--- src/aal_pkg.sv ---
// package for the accumulator add/and datapath slice
// Notes on behaviour
// - literal add updates W, carry, half carry, zero
// - literal and updates W, only Z
// - file add sums W and file, all flags
// - file and with W, only Z
// - destination bit selects W or file
package aal_pkg;
	// ==========================================================
	// instruction fields
	localparam int unsigned INSTR_W = 14;
	localparam int unsigned ADDR_W = 7;
	localparam int unsigned DEST_BIT = 7;
	localparam logic [5:0] OP_ADD_LIT = 6'h3e; // 11 111x, low bit ignored
	localparam logic [5:0] OP_AND_LIT = 6'h39; // 11 1001
	localparam logic [5:0] OP_ADD_FILE = 6'h07; // 00 0111
	localparam logic [5:0] OP_AND_FILE = 6'h05; // 00 0101
	localparam logic [7:0] W_RESET = 8'h00;
	localparam int unsigned REG_DEPTH = 128;

	typedef enum logic [2:0] {
		AAL_NONE, AAL_ADD_LIT, AAL_AND_LIT, AAL_ADD_FILE, AAL_AND_FILE
	} aal_op_t;

	typedef struct packed {
		logic carry;
		logic half_carry_flag;
		logic zero;
	} aal_flags_t;
endpackage

--- src/aal_core.sv ---
// datapath executing the four accumulator add/and instructions
//
// Implementation choices: the address-and-strobe port and the register addresses.
`timescale 1ns/1ps
module aal_core
	import aal_pkg::*;
(
	input wire logic core_clk,
	input wire logic srst,
	input wire logic instr_valid,
	input wire logic [13:0] instr,
	input wire logic flags_we,
	input wire aal_flags_t flags_wdata,
	input wire logic [6:0] dbg_addr,
	output logic [7:0] dbg_rdata,
	output logic [7:0] w_out,
	output aal_flags_t flags_out,
	output logic done
);
	// ==========================================================
	// decode
	function automatic aal_op_t decode(input logic [13:0] ir);
		aal_op_t op;
		op = AAL_NONE;
		if (ir[13:9] == OP_ADD_LIT[5:1])
			op = AAL_ADD_LIT;
		else if (ir[13:8] == OP_AND_LIT)
			op = AAL_AND_LIT;
		else if (ir[13:8] == OP_ADD_FILE)
			op = AAL_ADD_FILE;
		else if (ir[13:8] == OP_AND_FILE)
			op = AAL_AND_FILE;
		return op;
	endfunction

	logic [7:0] w_q, w_d;
	aal_flags_t fl_q, fl_d;
	logic [7:0] file_q [REG_DEPTH];
	logic [7:0] file_d;
	logic file_we;
	logic [6:0] faddr;
	logic done_q, done_d;
	logic [7:0] dbg_q, dbg_d;
	aal_op_t op;
	logic [7:0] operand, res;
	logic [8:0] sum;
	logic [4:0] low_sum;
	logic is_add, to_file;

	// ==========================================================
	// execute
	always_comb begin
		op = instr_valid ? decode(instr) : AAL_NONE;
		faddr = instr[ADDR_W-1:0];
		operand = (op == AAL_ADD_FILE || op == AAL_AND_FILE) ?
			file_q[faddr] : instr[7:0];
		sum = {1'b0, w_q} + {1'b0, operand};
		low_sum = {1'b0, w_q[3:0]} + {1'b0, operand[3:0]};
		is_add = (op == AAL_ADD_LIT || op == AAL_ADD_FILE);
		res = is_add ? sum[7:0] : (w_q & operand);
		to_file = (op == AAL_ADD_FILE || op == AAL_AND_FILE) &&
			instr[DEST_BIT];
		w_d = w_q;
		fl_d = flags_we ? flags_wdata : fl_q;
		file_we = 1'b0;
		file_d = res;
		done_d = 1'b0;
		if (op != AAL_NONE) begin
			done_d = 1'b1;
			if (to_file)
				file_we = 1'b1;
			else
				w_d = res;
			fl_d.zero = (res == 8'h00);
			if (is_add) begin
				fl_d.carry = sum[8];
				fl_d.half_carry_flag = low_sum[4];
			end
		end
		dbg_d = file_q[dbg_addr];
	end

	always_ff @(posedge core_clk) begin
		if (srst) begin
			w_q <= W_RESET;
			fl_q <= '0;
			done_q <= 1'b0;
			dbg_q <= 8'h00;
		end else begin
			w_q <= w_d;
			fl_q <= fl_d;
			done_q <= done_d;
			dbg_q <= dbg_d;
		end
	end

	// file storage holds no reset, as real register ram
	always_ff @(posedge core_clk) begin
		if (file_we)
			file_q[faddr] <= file_d;
	end

	assign w_out = w_q;
	assign flags_out = fl_q;
	assign done = done_q;
	assign dbg_rdata = dbg_q;

	// ==========================================================
	// checks
	property p_add_lit;
		@(posedge core_clk) disable iff (srst)
		(op == AAL_ADD_LIT) |=>
			(w_q == 8'($past(w_q) + $past(instr[7:0]))) &&
			(fl_q.carry == $past(sum[8]));
	endproperty
	a_add_lit: assert property (p_add_lit)
		else $error("literal add result wrong");

	property p_and_lit;
		@(posedge core_clk) disable iff (srst)
		(op == AAL_AND_LIT && !flags_we) |=>
			(w_q == ($past(w_q) & $past(instr[7:0]))) &&
			$stable(fl_q.carry) && $stable(fl_q.half_carry_flag);
	endproperty
	a_and_lit: assert property (p_and_lit)
		else $error("literal and wrong");

	property p_add_file;
		@(posedge core_clk) disable iff (srst)
		(op == AAL_ADD_FILE) |=>
			(fl_q.half_carry_flag == ((5'($past(w_q[3:0])) +
			5'($past(operand[3:0]))) > 5'h0f)) &&
			(fl_q.zero == ($past(sum[7:0]) == 8'h00));
	endproperty
	a_add_file: assert property (p_add_file)
		else $error("file add flags wrong");

	property p_and_file;
		@(posedge core_clk) disable iff (srst)
		(op == AAL_AND_FILE && !flags_we) |=>
			$stable(fl_q.carry) &&
			(fl_q.zero == ($past(res) == 8'h00));
	endproperty
	a_and_file: assert property (p_and_file)
		else $error("file and flags wrong");

	property p_dest_file;
		@(posedge core_clk) disable iff (srst)
		to_file |=> $stable(w_q) && file_q[$past(faddr)] == $past(res);
	endproperty
	a_dest_file: assert property (p_dest_file)
		else $error("file destination wrong");

	property p_dest_w;
		@(posedge core_clk) disable iff (srst)
		(op inside {AAL_ADD_FILE, AAL_AND_FILE} && !instr[DEST_BIT]) |=>
			(w_q == $past(res));
	endproperty
	a_dest_w: assert property (p_dest_w)
		else $error("w destination wrong");

	property p_done;
		@(posedge core_clk) disable iff (srst)
		(op != AAL_NONE) |=> done ##1 (done == $past(op != AAL_NONE));
	endproperty
	a_done: assert property (p_done)
		else $error("completion not single cycle");

	property p_idle;
		@(posedge core_clk) disable iff (srst)
		(op == AAL_NONE) |=> $stable(w_q) && !done;
	endproperty
	a_idle: assert property (p_idle)
		else $error("w changed without instruction");

	property p_add_lit_flags;
		@(posedge core_clk) disable iff (srst)
		(op == AAL_ADD_LIT) |=> (fl_q.zero == (w_q == 8'h00)) &&
			(fl_q.half_carry_flag == ((5'($past(w_q[3:0])) +
			5'($past(instr[3:0]))) > 5'h0f));
	endproperty
	a_add_lit_flags: assert property (p_add_lit_flags)
		else $error("literal add zero or half carry wrong");

	property p_add_file_carry;
		@(posedge core_clk) disable iff (srst)
		(op == AAL_ADD_FILE) |=>
			(fl_q.carry ==
			((9'($past(w_q)) + 9'($past(operand))) > 9'h0ff));
	endproperty
	a_add_file_carry: assert property (p_add_file_carry)
		else $error("file add carry wrong");

	property p_and_lit_zero;
		@(posedge core_clk) disable iff (srst)
		(op == AAL_AND_LIT) |=> (fl_q.zero == (w_q == 8'h00));
	endproperty
	a_and_lit_zero: assert property (p_and_lit_zero)
		else $error("literal and zero flag wrong");

	property p_file_keep;
		@(posedge core_clk) disable iff (srst)
		(op inside {AAL_ADD_FILE, AAL_AND_FILE} && !instr[DEST_BIT]) |=>
			(file_q[$past(faddr)] == $past(operand));
	endproperty
	a_file_keep: assert property (p_file_keep)
		else $error("file register changed with w destination");

	property p_flags_hold;
		@(posedge core_clk) disable iff (srst)
		(op == AAL_NONE && !flags_we) |=> $stable(fl_q);
	endproperty
	a_flags_hold: assert property (p_flags_hold)
		else $error("flags changed without instruction");

	property p_and_file_w;
		@(posedge core_clk) disable iff (srst)
		(op == AAL_AND_FILE && !instr[DEST_BIT]) |=>
			(w_q == ($past(w_q) & $past(operand)));
	endproperty
	a_and_file_w: assert property (p_and_file_w)
		else $error("file and result wrong");
endmodule // aal_core

--- config.mk ---
export PLATFORM = sky130hd
export DESIGN_NAME = aal_core
export DESIGN_NICKNAME = d
export VERILOG_FILES = /design/src/aal_pkg.sv /design/src/aal_core.sv
export SDC_FILE = /design/constraint.sdc
export NUM_CORES = 1
export LEC_CHECK = 0
export ABC_AREA = 1
export BUFFER_PORTS_ARGS = -buffer_cell sky130_fd_sc_hd__buf_4
export CORE_MARGIN = 2
export CORE_UTILIZATION = 31
export DETAILED_ROUTE_END_ITERATION = 8
export PLACE_DENSITY_LB_ADDON = 0.2
export SLEW_MARGIN = 0
export SYNTH_ARGS = -nofsm -noshare
export SYNTH_HDL_FRONTEND = slang
export SYNTH_SLANG_ARGS = --single-unit
export TNS_END_PERCENT = 100
--- constraint.sdc ---
create_clock -name core_clk -period 19.5 [get_ports core_clk]
set_input_delay 0.975 -clock core_clk [delete_from_list [all_inputs] [get_ports core_clk]]
set_output_delay 0.975 -clock core_clk [all_outputs]
set_load 0.005 [all_outputs]
; Word-level counts from Yosys, hierarchy flattened
; Memories as Yosys holds them, arrays and structs flattened. A register that Yosys moved wholly into a read port is not among the register bits.
; Index checks and enable logic that the tools add are counted.
; W data, S select, Z words.
[op_classes]
addsub = 2
n_eq_ne = 7
mux = 15
bitwise_logic = 2
reduce_logical = 7
[ops]
columns = cell, n
row1 = $mux W3, 7
row2 = $mux W8, 2
row3 = $eq A6 B3 Y1 const B, 2
row4 = $add A8 B8 Y9, 1
row5 = $and A8 B8 Y8, 1
row6 = $logic_not A8 Y1, 1
row7 = $eq A6 B6 Y1 const B, 1
row8 = $add A4 B4 Y5, 1
row9 = $eq A5 B5 Y1 const B, 1
row10 = $mux W1, 5
row11 = $eq A3 B1 Y1 const B, 1
row12 = $eq A3 B2 Y1 const B, 1
row13 = $eq A3 B3 Y1 const B, 1
row14 = $reduce_bool A3 Y1, 1
row15 = $logic_or A1 B1 Y1, 2
row16 = $mux W2, 1
row17 = $reduce_and A2 Y1, 1
row18 = $reduce_bool A2 Y1, 1
row19 = $logic_and A1 B1 Y1, 1
row20 = $not A1 Y1, 1
[totals]
register_bits = 12
mem_bits_rw = 1024
input_bits = 28
output_inout_bits = 20
elab_cells = 39
mem_count = 1
[memory_table]
columns = memory, words, width, rd, rd_ports_with_merged_regs, write_ports, line
row1 = file_q, 128, 8, 2, 1, 1, aal_core.sv:38  ; logic [7:0] file_q [REG_DEPTH];

; Logic depth before layout (Yosys ltp)
[depth]
depth_word = 13
ltp_mapped = 28
depth_no_buf = 25

; Least setup slack after synthesis
; Ideal clock, no wire load.
[synth_timing]
path_type = input to register
startpoint = in instr[0]
endpoint = mem file_q[0][4] (data pin)
setup_time_ns = 1.214
arrival_time_ns = 8.158
required_time_ns = 18.286
setup_slack_ns = 10.128
cell_stages = 24
path_buffers = 3
path_cell_list = inv_2 -> buf_6 -> buf_6 -> buf_2 -> nor2_1 -> o21ai_0 -> nand2_1 -> nand2_1 -> nand2_1 -> nand2_1 -> nand2_1 -> nor2_1 -> nor2_1 -> nor2_1 -> nand2_1 -> nand2_1 -> ha_1 -> inv_1 -> fa_1 -> inv_1 -> nand3_1 -> nand2_1 -> xnor2_1 -> o21ai_0
[synth_via]
elab_chain_len = 4
elab_cells_between_ends = 5
classes_between = add/sub (1) / mux (2) / bitwise (1) / memory (1)
[synth_lines]
columns = item, line
row1 = from (decl), aal_core.sv:11  ; input wire logic [13:0] instr,
row2 = $mem_v2 Z128 W8, --
row3 = $mux W8 *, aal_core.sv:55  ; operand = (op == AAL_ADD_FILE || op == AAL_AND_FILE) ?
row4 = $add A8 B8 Y9 / $and A8 B8 Y8 (equally long branches), "aal_core.sv:57, aal_core.sv:60"
row5 = $mux W8 *, aal_core.sv:60  ; res = is_add ? sum[7:0] : (w_q & operand);
row6 = via file_d[4], aal_core.sv:39  ; logic [7:0] file_d;
row7 = to (decl), aal_core.sv:38
; Mark *: on every way through the listed nets, which the timed path passes. The rest lies on a longest branch.

; Final worst setup path
[layout_timing]
startpoint = in instr[0]
endpoint = reg fl_q, in the netlist flags_out[0]
[layout_via]
elab_chain_len = 6
elab_cells_between_ends = 7
classes_between = add/sub (1) / mux (3) / bitwise (1) / reduce/logical (1) / memory (1)
[layout_lines]
columns = item, line
row1 = $mem_v2 Z128 W8, --
row2 = $mux W8 *, aal_core.sv:55
row3 = $add A8 B8 Y9 / $and A8 B8 Y8 (equally long branches), "aal_core.sv:57, aal_core.sv:60"
row4 = $mux W8 *, aal_core.sv:60
row5 = via file_d[6], aal_core.sv:39
row6 = $logic_not A8 Y1 *, aal_core.sv:74  ; fl_d.zero = (res == 8'h00);
row7 = $mux W3 *, aal_core.sv:68  ; if (op != AAL_NONE) begin
row8 = to (signal assigned), aal_core.sv:91  ; fl_q <= fl_d;
row9 = to (decl), aal_core.sv:37  ; aal_flags_t fl_q, fl_d;
; Marks and branches as above.
; A chain may end at the register's enable or synchronous reset.

==> summary.txt <==
Placed design
  • Setup WS pre-CTS: 11580 ps
  • Routability cong.: 0.864
  • Placed Cells: 8127
  • Placed cell area: 55200 sq um
  • IO buf count: between 40 and 50
  • HPWL Detailed: 117000 um

Power
  • Pleak: 22.3 nW
  • Maximum vdd ir drop: 82.3 uV
  • PD cells: 86.2 nW/um^2
  • Pwr Total: roughly 5.1 mW

STA
  • Final setup viols: 0
  • Max Transition Viols Final: 0
  • RSZ-0062 raised after global routing: no
  • Clock Skew: 37.5 ps
  • F_max: ~140 MHz
  • Final period util: 37.5%
  • Final Hold Vio Count: 0
  • Hold WS: 448 ps
  • Slack of the critical path: between 10000 and 15000 ps
  • Worst slew pin tran: about 1300 ps
  • Max-slew headroom: 13.9%
  • Minimum clock period: 7320 ps
  • Final setup TNS: 0 ps

Setup path
  • FF-to-FF setup slack: roughly 15000 ps
  • Worst r2r src: file_q[82][1]$_DFFE_PP_
  • CP max stage delay: 750 ps
  • Critical path type: in2reg
  • Crit end category: register
  • Critical path origin: instr[0]
  • CP Capture Point: flags_out[0]$_SDFFE_PP0P_
  • Slowest library cell on the worst path: buf_4
  • CP startpoint kind: primary input
  • Worst r2r dst: flags_out[0]$_SDFFE_PP0P_
  • Worst Path Max Fanout: 121
  • R2R depth: 21
  • Worst EP required: slightly above 20000 ps
  • Critical path arrival: 7930 ps
  • Worst path most repeated cell: nand2_1

Logic synthesis
  • Syn nets: 6211
  • Ys Warns: 0
  • Netlist cell types: 39
  • Mapped Cells: just over 6000
  • Main combinational cell family by area after synthesis: simple AND/OR/NAND/NOR gates
  • Seq/Total Area, Yosys: between 50% and 60%
  • Simple-Gate Fraction of Synth Area: roughly 30%
  • Synth Register Bits: 1044
  • Synth top area cells: edfxtp_1 (58%), nand2_1 (14%), nand3_1 (8.8%)
  • Most common cell in the netlist: nand2_1
  • Compound-Gate Fraction of Synth Area: 5.99%
  • Synth Area in XOR/XNOR: 0.0493%
  • Top post-synthesis cells by count: nand2_1 (1975), edfxtp_1 (1024), nor2_1 (1008)
  • Synth top area share: just under 60%
  • Main synth FF type: edfxtp_1
  • Adder-Cell Fraction of Synth Area: 0.225%
  • Syn_area_per_cell: 8.63 sq um
  • Mapped Area: 53300 sq um
  • Fraction of registers with async set/reset: 0%
  • Multiplexer area fraction after synthesis: 0%
  • Cell taking the most area after synthesis: edfxtp_1
  • Number of synthesized flops with an enable pin: 1024

Global route
  • Largest net degree at the start of global routing: approximately 160
  • Initial antenna violation count: 2
  • Total global routing track utilization: a little under a quarter
  • Vias in the first global route: 43100
  • First-pass GRT wire length: approximately 300000 um
  • Gr ovfl total: 0

CTS
  • CTS resizes: 0
  • Worst skew pair latency: 750 ps
  • Post-CTS setup buffers: 0
  • CTS H-tree depth: 3
  • Longest Clk Path Bufs: 3
  • Total CTS buffers: ~120
  • Clk pin slew, worst setup/hold paths: 60 ps
  • Clock sinks: 1044
  • CTS Hold Buffers Added: 0
  • Root Buffer: clkbuf_16
  • CTS tree: built

Flow run
  • MaxCap Viol Count: 0

Final layout
  • Final #Nets: 6052
  • Area grow syn2layout: 10.4%
  • Post-route insts no fill: 8348
  • Cell area after layout: 58800 sq um
  • Layout cell share with drive strength beyond 1: under 10%
  • Final Util: 34.4%
  • Ant diodes: 0

Floorplanning
  • Core area: 171000 sq um
  • Top-Level Pins: 48
  • Die span in y: ~420 um
  • Row count: 152
  • Die ar.: 175000 sq um
  • Initial Utilization: 31.1%
  • DIE WIDTH: 419 um

Route
  • DRT Pass-1 Iters: 6
  • Vias: between 40000 and 50000
  • Routed wire per std cell: approximately 25 um
  • Final WL: roughly 210000 um
  • DR iter-0 viols: 5162
  • DR DRC count: 0
  • Vias per cell: 5.39
  • Final ANT Viol Nets: 0

Min path
  • Hold Crit Class: in2reg

Run status
  • Status: complete, no violations
registers in the layout, indices dropped and copies added (netlist names):
register   flops
file_q      1024
w_out          8
dbg_rdata      8
flags_out      3
done           1
how the worst min path moves through the flow:
stage                                 start                      end  slack (ps)  cells after the start
CTS                                    srst    w_out[0]$_SDFFE_PP0P_         390                      2
detailed placement  flags_out[1]$_SDFF_PP0_  flags_out[1]$_SDFF_PP0_         500                      2
global placement    flags_out[1]$_SDFF_PP0_  flags_out[1]$_SDFF_PP0_         490                      2
finish                                 srst    w_out[0]$_SDFFE_PP0P_         450                      2
floorplan           flags_out[1]$_SDFF_PP0_  flags_out[1]$_SDFF_PP0_         480                      2
global route                           srst    w_out[0]$_SDFFE_PP0P_         420                      2
power breakdown:
part           switching, mW  total (mW)  internal, mW
Clock                  0.936        2.15          1.22
Sequential           0.00230        2.45          2.45
Combinational          0.357       0.463         0.106
layout make-up:
class / instances / area [sq um]
well taps: 2233 / 2790
flip-flops and latches: 1044 / 31100
clock inverters: 55 / 404
inverters: 138 / 569
repair buffers: 149 / 1190
multi-input cells: 4563 / 19500
clock buffers: 166 / 3250
fillers: 17400 / 112000
worst max-delay path, delay by kind of cell:
kind / cells / cell delay (ps)
AOI/OAI and AO/OA: 3 / 450
and+or+nand+nor: 18 / 2580
buffers and inverters: 5 / 3030
adders and majority gates: 1 / 290
cell families (layout without fill, tap and decap cells):
| group | Yosys count | count (layout) |
|---|---|---|
| flip-flops | 1044 | 1044 |
| AND/OR/NAND/NOR | 3949 | 3949 |
| AO/OA/AOI/OAI | 602 | 602 |
| adder cells (fa/ha/maj) | 9 | 9 |
| XOR/XNOR | 3 | 3 |
| buffers and inverters | 567 | 508 |
metal layers:
layer	part of all wire (%)	vias to the layer above	track usage (%)
met1	42	21900	31.5
met5	0.0039	-	0
li1	-	20600	-
met4	4.4	2	9.43
met2	45	2123	36.4
met3	7.9	458	3.52
cells in the final DEF, fill, tap and decap left out, drive strengths merged:
cell,synthesis,final
inv,137,140
clkinv,1,47
o211ai,1,1
clkbuf,121,167
ha,8,8
dfxtp,20,20
fa,1,1
buf,308,148
xnor2,1,1
nor2,1011,1011
clkinvlp,0,1
or2,9,9
o21ai,421,421
bufinv,0,5
edfxtp,1024,1024
a21oi,59,59
nand3b,2,2
nand3,944,944
o22ai,103,103
xor2,2,2
a311oi,1,1
a211oi,1,1
o31a,1,1
a31oi,6,6
nand4,6,6
nand2,1977,1977
o22a,4,4
o21bai,5,5
(Power assumes the default switching activity.)
